==> src/rtl/opd_pkg.sv <==
// Package of constants and types for the panel setup command decoder.
// Functional notes
// - A8H mode byte, next byte sets ratio.
// - Ratio uses low six bits plus one.
// - ADH then 8AH/8BH; bit0 enables converter.
// - Supply mode follows display and converter flags.
// - AEH/AFH: bit0 selects display off/on.
// - Display off halts oscillator, converter, drivers.
// - Sleep keeps settings and accepts memory writes.
// - B0H-B7H load page, display unaffected.
// - Cx bit3 selects common scan direction.
// - D3H then offset from six low bits.
// - Offset k shifts image, wraps modulo 64.
// - D5H then low nibble plus one divides.
// - High nibble trims oscillator in 5% steps.
// - Frame rate from oscillator, divider, rows, ratio.
// - Busy flag high rejects commands.
package opd_pkg;

   // Command byte codes.
   localparam logic [7:0] CMD_MUX_MODE = 8'ha8;
   localparam logic [7:0] CMD_CONV_MODE = 8'had;
   localparam logic [7:0] CMD_OFS_MODE = 8'hd3;
   localparam logic [7:0] CMD_CLK_MODE = 8'hd5;
   localparam logic [6:0] CMD_DISP_HI = 7'h57;
   localparam logic [4:0] CMD_PAGE_HI = 5'h16;
   localparam logic [3:0] CMD_SCAN_HI = 4'hc;

   // Field positions inside command, parameter and status bytes.
   localparam int SCAN_BIT = 3;
   localparam int CONV_BIT = 0;
   localparam int DISP_BIT = 0;
   localparam int STATUS_BUSY_BIT = 7;
   localparam int STATUS_OFF_BIT = 6;

   // Power-on values of the settings.
   localparam logic [5:0] RST_MUX_M1 = 6'h3f;
   localparam logic RST_CONV_EN = 1'b1;
   localparam logic [5:0] RST_OFFSET = 6'h00;
   localparam logic [3:0] RST_DIV_M1 = 4'h0;
   localparam logic [3:0] RST_TRIM = 4'h5;
   localparam logic [2:0] RST_PAGE = 3'h0;

   // Oscillator model: nominal rate is the clock over OSC_NOM_DIV.
   // Trim code c scales the rate by (15 + c) / 20.
   localparam logic [4:0] OSC_BASE_INC = 5'h0f;
   localparam logic [6:0] OSC_NOM_DIV = 7'h04;
   localparam logic [6:0] OSC_LIMIT = 7'h50;

   // Display clocks spent on each common row, less one.
   localparam logic [1:0] ROW_CLKS_M1 = 2'h3;

   // Busy time after reset, in ns, and the cycles at 40 MHz.
   localparam int CLK_PERIOD_PS = 25000;
   localparam int BUSY_RST_NS = 1000;
   localparam int BUSY_RST_CYC =
      (BUSY_RST_NS * 1000 + CLK_PERIOD_PS - 1) / CLK_PERIOD_PS;
   localparam logic [7:0] BUSY_RST_LOAD = 8'(BUSY_RST_CYC);

   // Decoder states.
   typedef enum logic [2:0] {
      ST_CMD = 3'b000,
      ST_MUX_ARG = 3'b001,
      ST_CONV_ARG = 3'b010,
      ST_OFS_ARG = 3'b011,
      ST_CLK_ARG = 3'b100
   } opd_state_e;

   // All operating settings travel together.
   typedef struct packed {
      logic [5:0] mux_m1;
      logic conv_en;
      logic disp_on;
      logic [2:0] page;
      logic scan_down;
      logic [5:0] offset;
      logic [3:0] div_m1;
      logic [3:0] trim;
   } opd_cfg_s;

   localparam opd_cfg_s RST_CFG = '{
      mux_m1: RST_MUX_M1, conv_en: RST_CONV_EN, disp_on: 1'b0,
      page: RST_PAGE, scan_down: 1'b0, offset: RST_OFFSET,
      div_m1: RST_DIV_M1, trim: RST_TRIM};

endpackage

==> src/rtl/opd_osc.sv <==
// Trimmed oscillator model and display row clock divider.
`timescale 1ns/1ps
module opd_osc (
   input wire logic ref_clk_i,
   input wire logic rst_i,
   input wire logic run_i,
   input wire logic [3:0] trim_i,
   input wire logic [3:0] div_m1_i,
   output logic display_row_clock_en_o
);

   logic [6:0] acc_q, acc_d; // Phase accumulator of the oscillator.
   logic [3:0] div_q, div_d; // Divider count of oscillator ticks.
   logic display_row_clock_d; // Next display clock enable.
   logic [6:0] sum; // Accumulator plus trimmed step.

   // The step grows with the trim code, so the tick rate follows it.
   // Stopping run_i clears the phase: a halted oscillator restarts clean.
   always_comb begin
      sum = acc_q + 7'(opd_pkg::OSC_BASE_INC + 5'(trim_i));
      acc_d = acc_q;
      div_d = div_q;
      display_row_clock_d = 1'b0;
      if (!run_i) begin
         acc_d = 7'h00;
         div_d = 4'h0;
      end else if (sum >= opd_pkg::OSC_LIMIT) begin
         acc_d = sum - opd_pkg::OSC_LIMIT;
         // One oscillator tick; divide by div_m1 + 1.
         if (div_q >= div_m1_i) begin
            div_d = 4'h0;
            display_row_clock_d = 1'b1;
         end else begin
            div_d = div_q + 4'h1;
         end
      end else begin
         acc_d = sum;
      end
   end

   // State registers.
   always_ff @(posedge ref_clk_i) begin
      if (rst_i) begin
         acc_q <= 7'h00;
         div_q <= 4'h0;
         display_row_clock_en_o <= 1'b0;
      end else begin
         acc_q <= acc_d;
         div_q <= div_d;
         display_row_clock_en_o <= display_row_clock_d;
      end
   end

endmodule

==> src/rtl/opd_scan.sv <==
// Common row sequencer: counts display clocks per row and rows per frame.
`timescale 1ns/1ps
module opd_scan (
   input wire logic ref_clk_i,
   input wire logic rst_i,
   input wire logic run_i,
   input wire logic display_row_clock_en_i,
   input wire logic [5:0] mux_m1_i,
   output logic [5:0] row_idx_o,
   output logic row_tick_o,
   output logic frame_tick_o
);

   logic [1:0] clk_q, clk_d; // Display clocks spent on this row.
   logic [5:0] idx_d; // Next row index.
   logic row_d; // Next row pulse.
   logic frame_d; // Next frame pulse.

   // Frame length is (mux_m1 + 1) rows of ROW_CLKS_M1 + 1 clocks each.
   // The >= compare wraps at the end of the current row if the ratio shrinks mid frame.
   always_comb begin
      clk_d = clk_q;
      idx_d = row_idx_o;
      row_d = 1'b0;
      frame_d = 1'b0;
      if (!run_i) begin
         clk_d = 2'h0;
         idx_d = 6'h00;
      end else if (display_row_clock_en_i) begin
         if (clk_q == opd_pkg::ROW_CLKS_M1) begin
            clk_d = 2'h0;
            row_d = 1'b1;
            if (row_idx_o >= mux_m1_i) begin
               idx_d = 6'h00;
               frame_d = 1'b1;
            end else begin
               idx_d = row_idx_o + 6'h01;
            end
         end else begin
            clk_d = clk_q + 2'h1;
         end
      end
   end

   // State registers.
   always_ff @(posedge ref_clk_i) begin
      if (rst_i) begin
         clk_q <= 2'h0;
         row_idx_o <= 6'h00;
         row_tick_o <= 1'b0;
         frame_tick_o <= 1'b0;
      end else begin
         clk_q <= clk_d;
         row_idx_o <= idx_d;
         row_tick_o <= row_d;
         frame_tick_o <= frame_d;
      end
   end

endmodule

==> src/rtl/opd_decoder.sv <==
// Panel setup command decoder with sleep control and row scan outputs.
`timescale 1ns/1ps
module opd_decoder (
   input wire logic ref_clk_i,
   input wire logic rst_i,
   input wire logic cmd_valid_i,
   input wire logic cmd_data_select_i,
   input wire logic [7:0] cmd_byte_i,
   output logic busy_o,
   output logic [7:0] status_o,
   output logic reject_o,
   output logic mem_wr_o,
   output logic [7:0] mem_data_o,
   output logic [2:0] page_o,
   output logic [6:0] mux_count_o,
   output logic conv_en_o,
   output logic display_on_o,
   output logic sleep_o,
   output logic conv_run_o,
   output logic ext_supply_o,
   output logic osc_run_o,
   output logic drive_en_o,
   output logic scan_down_o,
   output logic [5:0] offset_o,
   output logic [4:0] div_ratio_o,
   output logic [3:0] osc_trim_o,
   output logic display_row_clock_o,
   output logic [5:0] common_row_output_o,
   output logic [5:0] scan_line_o,
   output logic frame_o
);

   // Decoder state and settings.
   opd_pkg::opd_state_e st_q, st_d;
   opd_pkg::opd_cfg_s cfg_q, cfg_d;
   logic [7:0] busy_cnt_q, busy_cnt_d; // Cycles left of reset busy.
   logic busy_q, busy_d; // Busy flag as seen by the host.
   logic take; // A host byte is accepted this cycle.
   logic take_cmd; // The accepted byte is a command byte.
   logic rej_d; // Next reject pulse.
   logic wr_d; // Next memory write pulse.
   logic [7:0] wdata_d; // Next memory write data.
   logic run; // Oscillator and scan enable.
   logic display_row_clock_en; // Display clock enable from the divider.
   logic [5:0] row_idx; // Row position inside the frame.
   logic row_tick; // Row advance pulse.
   logic frame_tick; // Frame end pulse.
   logic [5:0] com_d; // Next common row driven.

   // Parameter state for a two-byte mode code, ST_CMD for any other byte.
   function automatic opd_pkg::opd_state_e mode_of(input logic [7:0] b);
      mode_of = opd_pkg::ST_CMD;
      case (b)
         opd_pkg::CMD_MUX_MODE: mode_of = opd_pkg::ST_MUX_ARG;
         opd_pkg::CMD_CONV_MODE: mode_of = opd_pkg::ST_CONV_ARG;
         opd_pkg::CMD_OFS_MODE: mode_of = opd_pkg::ST_OFS_ARG;
         opd_pkg::CMD_CLK_MODE: mode_of = opd_pkg::ST_CLK_ARG;
         default: mode_of = opd_pkg::ST_CMD;
      endcase
   endfunction

   // A byte counts only when it is offered while the busy flag is low.
   assign take = cmd_valid_i && !busy_q;
   assign take_cmd = take && !cmd_data_select_i;

   // Command interpretation. Codes outside the set are simply ignored,
   // which is the quietest answer to an undefined byte.
   always_comb begin
      st_d = st_q;
      cfg_d = cfg_q;
      if (take_cmd) begin
         case (st_q)
            opd_pkg::ST_CMD: begin
               st_d = mode_of(cmd_byte_i);
               if (cmd_byte_i[7:1] == opd_pkg::CMD_DISP_HI) begin
                  cfg_d.disp_on = cmd_byte_i[opd_pkg::DISP_BIT];
               end else if (cmd_byte_i[7:3] == opd_pkg::CMD_PAGE_HI) begin
                  cfg_d.page = cmd_byte_i[2:0];
               end else if (cmd_byte_i[7:4] == opd_pkg::CMD_SCAN_HI) begin
                  cfg_d.scan_down = cmd_byte_i[opd_pkg::SCAN_BIT];
               end
            end
            // The byte after a mode byte is a parameter, whatever its value.
            opd_pkg::ST_MUX_ARG: begin
               cfg_d.mux_m1 = cmd_byte_i[5:0];
               st_d = opd_pkg::ST_CMD;
            end
            opd_pkg::ST_CONV_ARG: begin
               // Taken at any time; the host keeps the display off.
               cfg_d.conv_en = cmd_byte_i[opd_pkg::CONV_BIT];
               st_d = opd_pkg::ST_CMD;
            end
            opd_pkg::ST_OFS_ARG: begin
               cfg_d.offset = cmd_byte_i[5:0];
               st_d = opd_pkg::ST_CMD;
            end
            opd_pkg::ST_CLK_ARG: begin
               cfg_d.div_m1 = cmd_byte_i[3:0];
               cfg_d.trim = cmd_byte_i[7:4];
               st_d = opd_pkg::ST_CMD;
            end
            default: st_d = opd_pkg::ST_CMD;
         endcase
      end
   end

   // Decoder registers.
   always_ff @(posedge ref_clk_i) begin
      if (rst_i) begin
         st_q <= opd_pkg::ST_CMD;
         cfg_q <= opd_pkg::RST_CFG;
      end else begin
         st_q <= st_d;
         cfg_q <= cfg_d;
      end
   end

   // Busy runs for a fixed time after reset; host bytes are refused then.
   always_comb begin
      busy_cnt_d = busy_cnt_q;
      if (busy_cnt_q != 8'h00) begin
         busy_cnt_d = busy_cnt_q - 8'h01;
      end
      busy_d = (busy_cnt_d != 8'h00);
      // Data bytes are refused too: the host watches one flag for both.
      rej_d = cmd_valid_i && busy_q;
      // Memory writes pass in sleep too; only busy stops them.
      wr_d = take && cmd_data_select_i;
      wdata_d = wr_d ? cmd_byte_i : mem_data_o;
   end

   // Busy and host side registers.
   always_ff @(posedge ref_clk_i) begin
      if (rst_i) begin
         busy_cnt_q <= opd_pkg::BUSY_RST_LOAD;
         busy_q <= 1'b1;
         reject_o <= 1'b0;
         mem_wr_o <= 1'b0;
         mem_data_o <= 8'h00;
      end else begin
         busy_cnt_q <= busy_cnt_d;
         busy_q <= busy_d;
         reject_o <= rej_d;
         mem_wr_o <= wr_d;
         mem_data_o <= wdata_d;
      end
   end

   assign busy_o = busy_q;

   // Oscillator and scan run only with the display on.
   // Busy holds them as well, so the first frame starts from a clean phase.
   assign run = cfg_q.disp_on && !busy_q;

   opd_osc u_osc (
      .ref_clk_i(ref_clk_i),
      .rst_i(rst_i),
      .run_i(run),
      .trim_i(cfg_q.trim),
      .div_m1_i(cfg_q.div_m1),
      .display_row_clock_en_o(display_row_clock_en)
   );

   opd_scan u_scan (
      .ref_clk_i(ref_clk_i),
      .rst_i(rst_i),
      .run_i(run),
      .display_row_clock_en_i(display_row_clock_en),
      .mux_m1_i(cfg_q.mux_m1),
      .row_idx_o(row_idx),
      .row_tick_o(row_tick),
      .frame_tick_o(frame_tick)
   );

   // Direction applies at once; a downward scan walks from the last row.
   always_comb begin
      com_d = cfg_q.scan_down ? (cfg_q.mux_m1 - row_idx) : row_idx;
   end

   // Output registers. Every output is a flop, one cycle behind settings.
   always_ff @(posedge ref_clk_i) begin
      if (rst_i) begin
         status_o <= 8'h00;
         page_o <= opd_pkg::RST_PAGE;
         mux_count_o <= 7'h00;
         conv_en_o <= opd_pkg::RST_CONV_EN;
         display_on_o <= 1'b0;
         sleep_o <= 1'b1;
         conv_run_o <= 1'b0;
         ext_supply_o <= 1'b0;
         osc_run_o <= 1'b0;
         drive_en_o <= 1'b0;
         scan_down_o <= 1'b0;
         offset_o <= opd_pkg::RST_OFFSET;
         div_ratio_o <= 5'h00;
         osc_trim_o <= opd_pkg::RST_TRIM;
         display_row_clock_o <= 1'b0;
         common_row_output_o <= 6'h00;
         scan_line_o <= 6'h00;
         frame_o <= 1'b0;
      end else begin
         // Status byte: busy on top, display off just below, rest zero.
         status_o <= 8'h00;
         status_o[opd_pkg::STATUS_BUSY_BIT] <= busy_q;
         status_o[opd_pkg::STATUS_OFF_BIT] <= !cfg_q.disp_on;
         page_o <= cfg_q.page;
         mux_count_o <= 7'(cfg_q.mux_m1) + 7'h01;
         conv_en_o <= cfg_q.conv_en;
         display_on_o <= cfg_q.disp_on;
         sleep_o <= !cfg_q.disp_on;
         conv_run_o <= cfg_q.disp_on && cfg_q.conv_en;
         ext_supply_o <= cfg_q.disp_on && !cfg_q.conv_en;
         osc_run_o <= run;
         drive_en_o <= run;
         scan_down_o <= cfg_q.scan_down;
         offset_o <= cfg_q.offset;
         div_ratio_o <= 5'(cfg_q.div_m1) + 5'h01;
         osc_trim_o <= cfg_q.trim;
         display_row_clock_o <= row_tick;
         common_row_output_o <= com_d;
         // Row c shows line c + k, so the image moves k rows up, mod 64.
         scan_line_o <= com_d + cfg_q.offset;
         frame_o <= frame_tick;
      end
   end
endmodule

==> config.mk <==
export PLATFORM = sky130hd
export DESIGN_NAME = opd_decoder
export DESIGN_NICKNAME = d
export VERILOG_FILES = /design/src/rtl/opd_pkg.sv /design/src/rtl/opd_osc.sv /design/src/rtl/opd_scan.sv /design/src/rtl/opd_decoder.sv
export SDC_FILE = /design/constraint.sdc
export NUM_CORES = 1
export LEC_CHECK = 0
export ABC_AREA = 1
export BUFFER_PORTS_ARGS = -buffer_cell sky130_fd_sc_hd__clkbuf_2
export CAP_MARGIN = 25
export CORE_MARGIN = 2
export CORE_UTILIZATION = 45
export CTS_CLUSTER_SIZE = 16
export DETAILED_ROUTE_END_ITERATION = 8
export GPL_ROUTABILITY_DRIVEN = 1
export HOLD_SLACK_MARGIN = 0.08
export PLACE_DENSITY = 0.62
export SLEW_MARGIN = 20
export SYNTH_ARGS = -nofsm -noshare
export SYNTH_HDL_FRONTEND = slang
export SYNTH_HIERARCHICAL = 1
export SYNTH_SLANG_ARGS = --single-unit
==> constraint.sdc <==
create_clock -name ref_clk_i -period 5.88 [get_ports ref_clk_i]
set_input_delay 1.176 -clock ref_clk_i [delete_from_list [all_inputs] [get_ports ref_clk_i]]
set_output_delay 1.176 -clock ref_clk_i [all_outputs]
set_load 0.03 [all_outputs]
* Word-level counts from Yosys, hierarchy flattened
Cells that the tools add are included.
** Operators by class
- $add $sub $neg :: 11
- $lt $le $gt $ge :: 3
- Equality and inequality tests :: 12
- Multiplexer cells :: 11
- Bitwise gates (word level) :: 6
- Reduce and logical (&&, ||, !) cells :: 26
** Operators by type and width (number)
- $eq 8x8->1 const B :: 4
- $reduce_bool 8->1 :: 2
- $mux 6 :: 2
- $pmux 3 s4 :: 1
- $reduce_and 2->1 :: 5
- $mux 8 :: 1
- $sub 8x1->8 const B :: 1
- $add 6x1->7 const B :: 1
- $add 7x7->7 :: 1
- $eq 7x7->1 const B :: 1
- $ge 7x7->1 const B :: 1
- $logic_and 1x1->1 :: 7
- $mux 7 :: 1
- $sub 7x7->7 const B :: 1
- $add 6x1->6 const B :: 1
- $add 6x6->6 :: 1
- $eq 3x2->1 const B :: 2
- $ge 6x6->1 :: 1
- $not 1->1 :: 6
- $reduce_or 3->1 :: 2
- $sub 6x6->6 :: 1
- $add 4x1->5 const B :: 1
- $add 4x4->5 const A :: 1
- $eq 5x5->1 const B :: 1
- 18 further kinds :: 23
** Word-level totals
- Bits in registers :: 124
- Word-level logic and storage cells :: 108

* Longest topological paths before layout
Gate-level depths: netlist of run 1.
- Depth after elaboration :: 5
- Gate-level depth with buffers :: 20

* By module
Netlist of run 1, hierarchy kept.
** Modules (own cells, without submodules)
- opd_decoder :: times used 1, cells an instance 486, area an instance 3868.7 um2, seq. area each 1921.8 um2
- opd_osc :: times used 1, cells an instance 132, area an instance 953.4 um2, seq. area each 240.2 um2
- opd_scan :: times used 1, cells an instance 80, area an instance 588.1 um2, seq. area each 200.2 um2

* Least setup slack after synthesis of run 1
No wires, ideal clock.
- Kind :: flip-flop to flip-flop
- Start point :: reg cfg_q[1] in the netlist's numbering
- End point :: reg u_osc.div_q[1]
- Data arrival time :: 2353 ps
- Path slack :: 3417 ps
- Stages on the path, launching flop included :: 17
- Clock period less this slack :: 2463 ps
- Path through :: dfxtp_1 > inv_1 > ha_1 > inv_1 > ha_1 > fa_1 > nand3_1 > nand4_1 > nand2_4 > ha_1 > nand2_1 > nor3_1 > nand2_1 > nand3_4 > nand3_1 > nand2_1 > nor2_1
** Between the ends
- Cells in the longest elaborated chain, start to end :: 3
** Ends and longest elaborated chain
- start, declared :: RTL line opd_decoder.sv:35 : opd_pkg::opd_cfg_s cfg_q, cfg_d;
- start signal, assigned :: RTL line opd_decoder.sv:111 : cfg_q <= opd_pkg::RST_CFG;
- start signal, assigned :: RTL line opd_decoder.sv:114 : cfg_q <= cfg_d;
- $add 4x4->5 :: RTL line opd_osc.sv:20 : sum = acc_q + 7'(opd_pkg::OSC_BASE_INC + 5'(trim_i));
- $add 7x7->7 :: RTL line opd_osc.sv:20
- $ge 7x7->1 :: RTL line opd_osc.sv:27 : end else if (sum >= opd_pkg::OSC_LIMIT) begin
- end signal, assigned :: RTL line opd_osc.sv:49 : div_q <= div_d;
- end, declared :: RTL line opd_osc.sv:13 : logic [3:0] div_q, div_d;
No other way between the ends.
A chain may end at the register's enable or synchronous reset.

* Final worst setup path of run 1
- Start point :: reg cfg_q[20] in the netlist's numbering
- End point :: reg scan_line_o[4]
** Between the ends
- Cells in the longest elaborated chain, start to end :: 3
** Ends and longest elaborated chain
- $sub 6x6->6 :: RTL line opd_decoder.sv:177 : com_d = cfg_q.scan_down ? (cfg_q.mux_m1 - row_idx) : row_idx;
- $mux 6 :: RTL line opd_decoder.sv:177
- net com_d[1] :: RTL line opd_decoder.sv:48 : logic [5:0] com_d;
- $add 6x6->6 :: RTL line opd_decoder.sv:222 : scan_line_o <= com_d + cfg_q.offset;
- end signal, assigned :: RTL line opd_decoder.sv:222
- end, declared :: RTL line opd_decoder.sv:29 : output logic [5:0] scan_line_o,
The timed path passes the listed nets, and every way through them passes these cells.

==> results of run 1 <==
path summary, 6_finish.rpt:
kind,slack [ns],cells after the start,startpoint,to
setup / recovery,3.20,12,cfg_q[20],scan_line_o[4]
hold / removal,0.40,2,u_scan/frame_tick_o,frame_o
setup reg to reg,3.20,12,cfg_q[20],scan_line_o[4]
hold reg to reg,0.40,2,u_scan/frame_tick_o,frame_o
registers in the layout (all words and copies together), names as in the netlist, 4 cells and up:
name	count
u_osc/acc_q	7
scan_line_o	6
common_row_output_o	6
cfg_q	26
div_ratio_o	5
offset_o	6
u_osc/div_q	4
mem_data_o	8
osc_trim_o	4
busy_cnt_q	8
mux_count_o	7
u_scan/row_idx_o	6
layout make-up:
| cell class | count | share of cell area (%) |
|---|---|---|
| inverters | 126 | 7.30 |
| flip-flops and latches | 118 | 36.5 |
| repair buffers | 74 | 5.95 |
| multi-input cells | 440 | 38.4 |
| well taps | 147 | 2.84 |
| clock buffers | 23 | 7.53 |
| clock inverters | 8 | 1.51 |
worst max-delay path, cell delays in order (launching register included):
cell and delay, ns:
sky130_fd_sc_hd__dfxtp_1 0.43, sky130_fd_sc_hd__inv_1 0.10, sky130_fd_sc_hd__ha_1 0.20, sky130_fd_sc_hd__inv_1 0.10, sky130_fd_sc_hd__fa_1 0.42, sky130_fd_sc_hd__nand2_1 0.09, sky130_fd_sc_hd__nand2_1 0.11, sky130_fd_sc_hd__fa_1 0.45
sky130_fd_sc_hd__nand2_1 0.09, sky130_fd_sc_hd__a21oi_1 0.06, sky130_fd_sc_hd__or2_2 0.28, sky130_fd_sc_hd__o21ai_0 0.16, sky130_fd_sc_hd__a21oi_1 0.07
report_power, final:
part / switching [W] / internal [W] / leakage (nW)
logic: 0.0000564 / 0.0000207 / 1.85
registers: 0.00000374 / 0.000808 / 0.954
clock network: 0.000348 / 0.000662 / 0.281
total: 0.000408 / 0.00149 / 3.08
synth_stat cells (all sizes together):
cell	n	area, sq um
buf	14	85.1
o21ai	47	239
clkbuf	5	18.8
nand3	39	225
nor2	81	332
nor3	11	76.3
nand4	9	62.6
inv	124	465
ha	37	463
conb	1	3.75
clkinv	2	7.51
o211ai	1	7.51
nor4	1	6.26
xnor2	5	43.8
nand2	124	515
o21bai	1	11.3
o31ai	1	7.51
fa	3	60.1
dfxtp	118	2360
nand3b	3	35.0
a31oi	1	6.26
xor2	6	52.6
a21oi	61	305
or2	2	12.5
and2	1	6.26
metrics by stage:
stage	hold slack, ns	instance area, sq um	util, %
4_1_cts	0.412	6460	54.5
3_3_place_gp	0.393	5880	49.6
5_1_grt	0.432	6480	54.6
2_1_floorplan	0.388	5430	-
6_report	0.404	6480	54.6
3_5_place_dp	0.405	5880	49.6
layer usage:
metal,up-vias,GRT usage (%)
met5,-,0
met4,0,6.75
met3,16,5.63
met2,92,32.5
met1,2096,24.3
li1,2365,-
cell families after synthesis:
family	after synthesis	synth area share, %
and+or+nand+nor	271	23.5
other	1	0.0693
adders and majority gates	40	9.67
DFF	118	43.7
buffers and inverters	145	10.7
xor gates and xnor gates	11	1.78
AOI/OAI and AO/OA	112	10.7
==> run summary, run 1 <==
### STA
- Worst Max-Slew Pin Slew: 0.562 ns
- Final WS setup: 3.20 ns
- minimum clock period after layout: 2.68 ns
- number of setup violations in the final report: 0
- Fin. Hold Viols: 0
- RSZ-0062 raised after global routing: no
- max-slew violation total from the final report: 0
- final period utilization: 45.5%
- total negative slack for setup checks: 0 ns
- worst slew margin relative to its limit: 62.5%
- worst clock skew: 0.00541 ns
- Highest Clock Rate: 373 MHz

### Clock network
- cts hold-fix bufs: 0
- clock transition at the registers of the reported paths: 0.05 ns
- number of gates resized after CTS: 0
- TritonCTS buffer count: 17
- number of buffers on the longest clock path: 2
- Root Buffer Master: sky130_fd_sc_hd__clkbuf_16
- CTS tree: built
- number of sinks handled by clock tree synthesis: 118
- Worst-Skew Late Latency: 0.41 ns
- H-tree lvl count: 4
- post-CTS setup buffer count: 0

### Drt
- Post-route DRC: 0
- Via-to-Cell Ratio: 4.88
- detailed-route wire length on metal 1: 5500 um
- DR WL met2: 5760 um
- total number of vias: 4569
- uppermost layer routed: met4
- remaining antenna violation count after routing: 0
- routed length on met3: 478 um
- WL final: 11900 um
- initial detailed-routing violation count: 194
- First-pass DRT Iterations: 4
- routed wire length per instance: 12.7 um

### Die
- area of the core: 0.0119 sq mm
- Die Ht: 114 um
- initial core utilization: 45.6%
- Die Footprint: 0.0129 sq mm
- x dimension of the die: 114 um
- top-level I/O count: 78
- count of standard-cell rows: 40

### Global routing
- GR Util All Layers: 19.5%
- initial antenna violation count: 0
- remaining global-route overflow: 0
- first-pass GRT wire length: 20000 um
- vias in the first global route: 4374
- maximum number of pins on one net before global-route repair: 51

### Synthesis
- flip-flop and latch count after synthesis: 118
- mean instance size in the synthesized netlist: 7.75 sq um
- cell count after synthesis: 698
- Yosys cell types: 40
- post-synthesis sequential area ratio: 43.7%
- total standard cell area after synthesis: 0.00541 sq mm
- Ys Warns: 6

### Place
- post-DP HPWL: 8640 um
- weighted congestion reported at the end of routability-driven placement: 0.817
- port bufs: 71
- worst setup slack before clock tree synthesis: 3.18 ns
- placed cells: 904

### Cells and area
- # diodes: 0
- Fillers: 1138
- Area growth, synth to finish: 19.8%
- most used cells in the layout excluding fill and tap cells: sky130_fd_sc_hd__inv_1 (118), sky130_fd_sc_hd__dfxtp_1 (118), sky130_fd_sc_hd__nand2_1 (112), sky130_fd_sc_hd__nor2_1 (74), sky130_fd_sc_hd__clkbuf_2 (71)
- # nets final: 829
- final cell count without fillers: 936
- Multi-input gate area: 0.00249 sq mm
- register area: 0.00236 sq mm
- fraction of final layout cells with drive strength greater than 1: 17.7%

### Worst setup path
- Setup crit end kind: flip-flop
- Worst Path Class, Setup: flip-flop to flip-flop
- crit start category: flip-flop
- CP Data Arrival Time: 2.97 ns
- Crit path required time: 6.17 ns
- critical path fanouts, max: 5

### Status
- result of the run: finished, final reports clean

### Power and ir drop
- largest voltage drop on the vdd net: 0.000144 V
- Power Density: 293 mW/mm^2
- Power, Total: 0.00190 W
- Pleak: 3.08 nW

### Run
- maximum capacitance violations: 0

### Hold path
- class of the tightest hold or removal check: flip-flop to flip-flop

Note: power is estimated with default switching activity, not from simulation.
==> inputs of run 2 (changes only) <==
Settings changed: PLACE_DENSITY 0.62 to 0.65.
Clock period 5.88 ns to 2.4 ns, I/O delays scaled along.
==> run summary, run 2 (same netlist as run 1, synthesis figures left out) <==
### Status
- result of the run: finished, violations left, was finished, final reports clean
- failing checks: negative setup slack

### Place
- port bufs: 71, unchanged
- post-DP HPWL: 8730 um, was 8640 um
- placement-stage cell area: 0.00601 sq mm, was 0.00588 sq mm
- placed cells: 920, was 904
- worst setup slack before clock tree synthesis: -0.0842 ns, was 3.18 ns
- weighted congestion reported at the end of routability-driven placement: 0.852, was 0.817

### Drt
- Post-route DRC: 0, unchanged
- routed wire length per instance: 13.2 um, was 12.7 um
- Via-to-Cell Ratio: 4.89, was 4.88
- initial detailed-routing violation count: 249, was 194
- First-pass DRT Iterations: 4, unchanged
- total number of vias: 4707, was 4569
- WL final: 12700 um, was 11900 um
- remaining antenna violation count after routing: 0, unchanged

### STA
- Final WS setup: -0.0520 ns, was 3.20 ns
- hold slack final: 0.333 ns, was 0.404 ns
- Highest Clock Rate: 408 MHz, was 373 MHz
- number of setup violations in the final report: 3, was 0
- Fin. Hold Viols: 0, unchanged
- max-slew violation total from the final report: 0, unchanged
- worst slew margin relative to its limit: 63.1%, was 62.5%
- Worst Max-Slew Pin Slew: 0.552 ns, was 0.562 ns
- RSZ-0062 raised after global routing: yes, was no
- final period utilization: 102%, was 45.5%
- total negative slack for setup checks: -0.0745 ns, was 0 ns
- minimum clock period after layout: 2.45 ns, was 2.68 ns
- worst clock skew: 0.00672 ns, was 0.00541 ns

### Global routing
- remaining global-route overflow: 0, unchanged
- maximum number of pins on one net before global-route repair: 49, was 51
- vias in the first global route: 4535, was 4374
- initial antenna violation count: 0, unchanged
- GR Util All Layers: 20.8%, was 19.5%
- first-pass GRT wire length: 21100 um, was 20000 um

### Cells and area
- post-route cell area: 0.00690 sq mm, was 0.00648 sq mm
- fraction of final layout cells with drive strength greater than 1: 26.5%, was 17.7%
- Area growth, synth to finish: 27.6%, was 19.8%
- flip-flop count of the largest register after layout: 26, unchanged
- largest registers ranked by flip-flop count: cfg_q: 26 flops, busy_cnt_q: 8 flops, mem_data_o: 8 flops, unchanged
- final cell count without fillers: 963, was 936
- Most flops, register: cfg_q, unchanged
- leading cell type in the layout, fill and taps excluded: sky130_fd_sc_hd__dfxtp_1
- # diodes: 0, unchanged
- most used cells in the layout excluding fill and tap cells: sky130_fd_sc_hd__dfxtp_1 (112), sky130_fd_sc_hd__inv_1 (109), sky130_fd_sc_hd__nand2_1 (105), sky130_fd_sc_hd__nor2_1 (74), sky130_fd_sc_hd__clkbuf_2 (71), was sky130_fd_sc_hd__inv_1 (118), sky130_fd_sc_hd__dfxtp_1 (118), sky130_fd_sc_hd__nand2_1 (112), sky130_fd_sc_hd__nor2_1 (74), sky130_fd_sc_hd__clkbuf_2 (71)
- # nets final: 856, was 829
- Fillers: 1035, was 1138

### Worst setup path
- cell seen most often among critical-path stages: sky130_fd_sc_hd__nand2_1, unchanged
- critical path cell sequence: inv_2 > ha_4 > inv_4 > fa_2 > nand3_2 > nand2_1 > xor2_1 > nand2_1 > nand2_2 > ha_4 > a21oi_2 > nand3_2 > nand2_1 > nand2_1 > inv_2 > nand3_2 > nand2_1 > nor2_1, was inv_1 > ha_1 > inv_1 > fa_1 > nand2_1 > nand2_1 > fa_1 > nand2_1 > a21oi_1 > or2_2 > o21ai_0 > a21oi_1
- critical path fanouts, max: 3, was 5
- worst path bufs/invs: 3, was 2
- Setup crit end: scan_line_o[5], was scan_line_o[4]
- Setup crit end kind: flip-flop, unchanged
- critical path launch point: cfg_q[20], unchanged
- crit start category: flip-flop, unchanged
- reg-to-reg setup timing slack: -0.05 ns, was 3.20 ns
- Crit path required time: 2.71 ns, was 6.17 ns
- number of logic stages on the critical path including buffering: 18, was 12
- CP Data Arrival Time: 2.76 ns, was 2.97 ns
- Critical-path top delay cell: sky130_fd_sc_hd__fa_2, was sky130_fd_sc_hd__fa_1
- Worst Path Class, Setup: flip-flop to flip-flop, unchanged
- longest individual stage delay on the worst path: 0.39 ns, was 0.45 ns
- launch instance of the worst register-to-register path: cfg_q[20], unchanged
- endpoint of the most critical register-to-register path: scan_line_o[5], was scan_line_o[4]
- number of cell instances on the worst register-to-register path: 18, was 12
- Top Family by Delay on Critical Path: adder cells, unchanged

### Clock network
- number of buffers on the longest clock path: 2, unchanged
- cts hold-fix bufs: 0, unchanged
- number of sinks handled by clock tree synthesis: 118, unchanged
- Worst-Skew Late Latency: 0.42 ns, was 0.41 ns
- clock transition at the registers of the reported paths: 0.05 ns, about the same
- TritonCTS buffer count: 17, unchanged
- H-tree lvl count: 4, unchanged
- Root Buffer Master: sky130_fd_sc_hd__clkbuf_16, unchanged
- CTS tree: built, unchanged

### Die
- initial core utilization: 45.6%, unchanged
- Die Footprint: 0.0129 sq mm, unchanged
- top-level I/O count: 78, unchanged
- x dimension of the die: 114 um, unchanged
- count of standard-cell rows: 40, unchanged
- area of the core: 0.0119 sq mm, unchanged
- Die Ht: 114 um, unchanged

### Power and ir drop
- largest voltage drop on the vdd net: 0.000516 V, was 0.000144 V
- Pleak: 3.23 nW, was 3.08 nW
- Power Density: 684 mW/mm^2, was 293 mW/mm^2

### Run
- maximum capacitance violations: 0, unchanged

### Hold path
- Hold Crit Start: cmd_valid_i, was u_scan/frame_tick_o
- class of the tightest hold or removal check: primary input to flip-flop, was flip-flop to flip-flop

==> run 2: cell count changes in the layout (fill, tap and decap cells not counted), moves of 8 or more <==
| cell | before | now |
|---|---|---|
| sky130_fd_sc_hd__inv_2 | 6 | 14 |
| sky130_fd_sc_hd__nand3_1 | 36 | 28 |
| sky130_fd_sc_hd__nand3_2 | 1 | 9 |
| sky130_fd_sc_hd__buf_4 | 2 | 29 |
| sky130_fd_sc_hd__inv_1 | 118 | 109 |
==> run 2: how the worst min path moves through the flow <==
stage / to / depth (start not counted)
4_1_cts: reject_o / 3
2_1_floorplan: display_row_clock_o / 2
6_report: reject_o / 3
5_1_grt: reject_o / 3
3_5_place_dp: status_o[6] / 1
3_3_place_gp: frame_o / 2
==> run 2: routing by layer <==
layer	GRT usage, %	part of all wire, %	vias up
li1	-	-	2406
met1	24.6	44	2177
met2	35.3	50	102
met3	6.43	4.2	22
met4	8.70	2.1	0
met5	0	0	-
==> run 2: cell type report <==
type                            count  area (sq um)  share of cell area [%]
Inverter                          126           475                    6.89
Tap cell                          147           184                    2.66
Clock inverter                      9           125                    1.81
Clock buffer                       22           474                    6.87
Multi-Input combinational cell    440          2680                    38.8
Timing Repair Buffer              101           593                    8.59
Sequential cell                   118          2370                    34.3
==> run 2: per-stage QoR <==
| step | power [W] | util, % |
|---|---|---|
| after global routing | 0.00488 | 58.2 |
| after CTS | 0.00477 | 57.0 |
| after detailed placement | 0.00222 | 50.7 |
| after global placement | 0.00221 | 50.7 |
| after floorplan | 0.00216 | - |
| final | 0.00472 | 58.2 |
==> run 2: worst min-delay path, delay by kind of cell <==
family        cells  cell delay [ns]
simple gates      2             0.10
buf+inv           1             0.12
==> run 2: power by group <==
part	total (W)	internal, W	switching, W
sequential	0.00199	0.00198	0.00000844
clock	0.00254	0.00170	0.000845
combinational	0.000189	0.0000507	0.000138
total	0.00472	0.00373	0.000991
==> run 2: what timing repair did <==
action	CTS	global route
endpoints found under the setup margin	9	11
buffers inserted	7	6
endpoints found under the hold margin	0	0
pin swaps	16	19
cloned	0	0
resized for setup	19	35
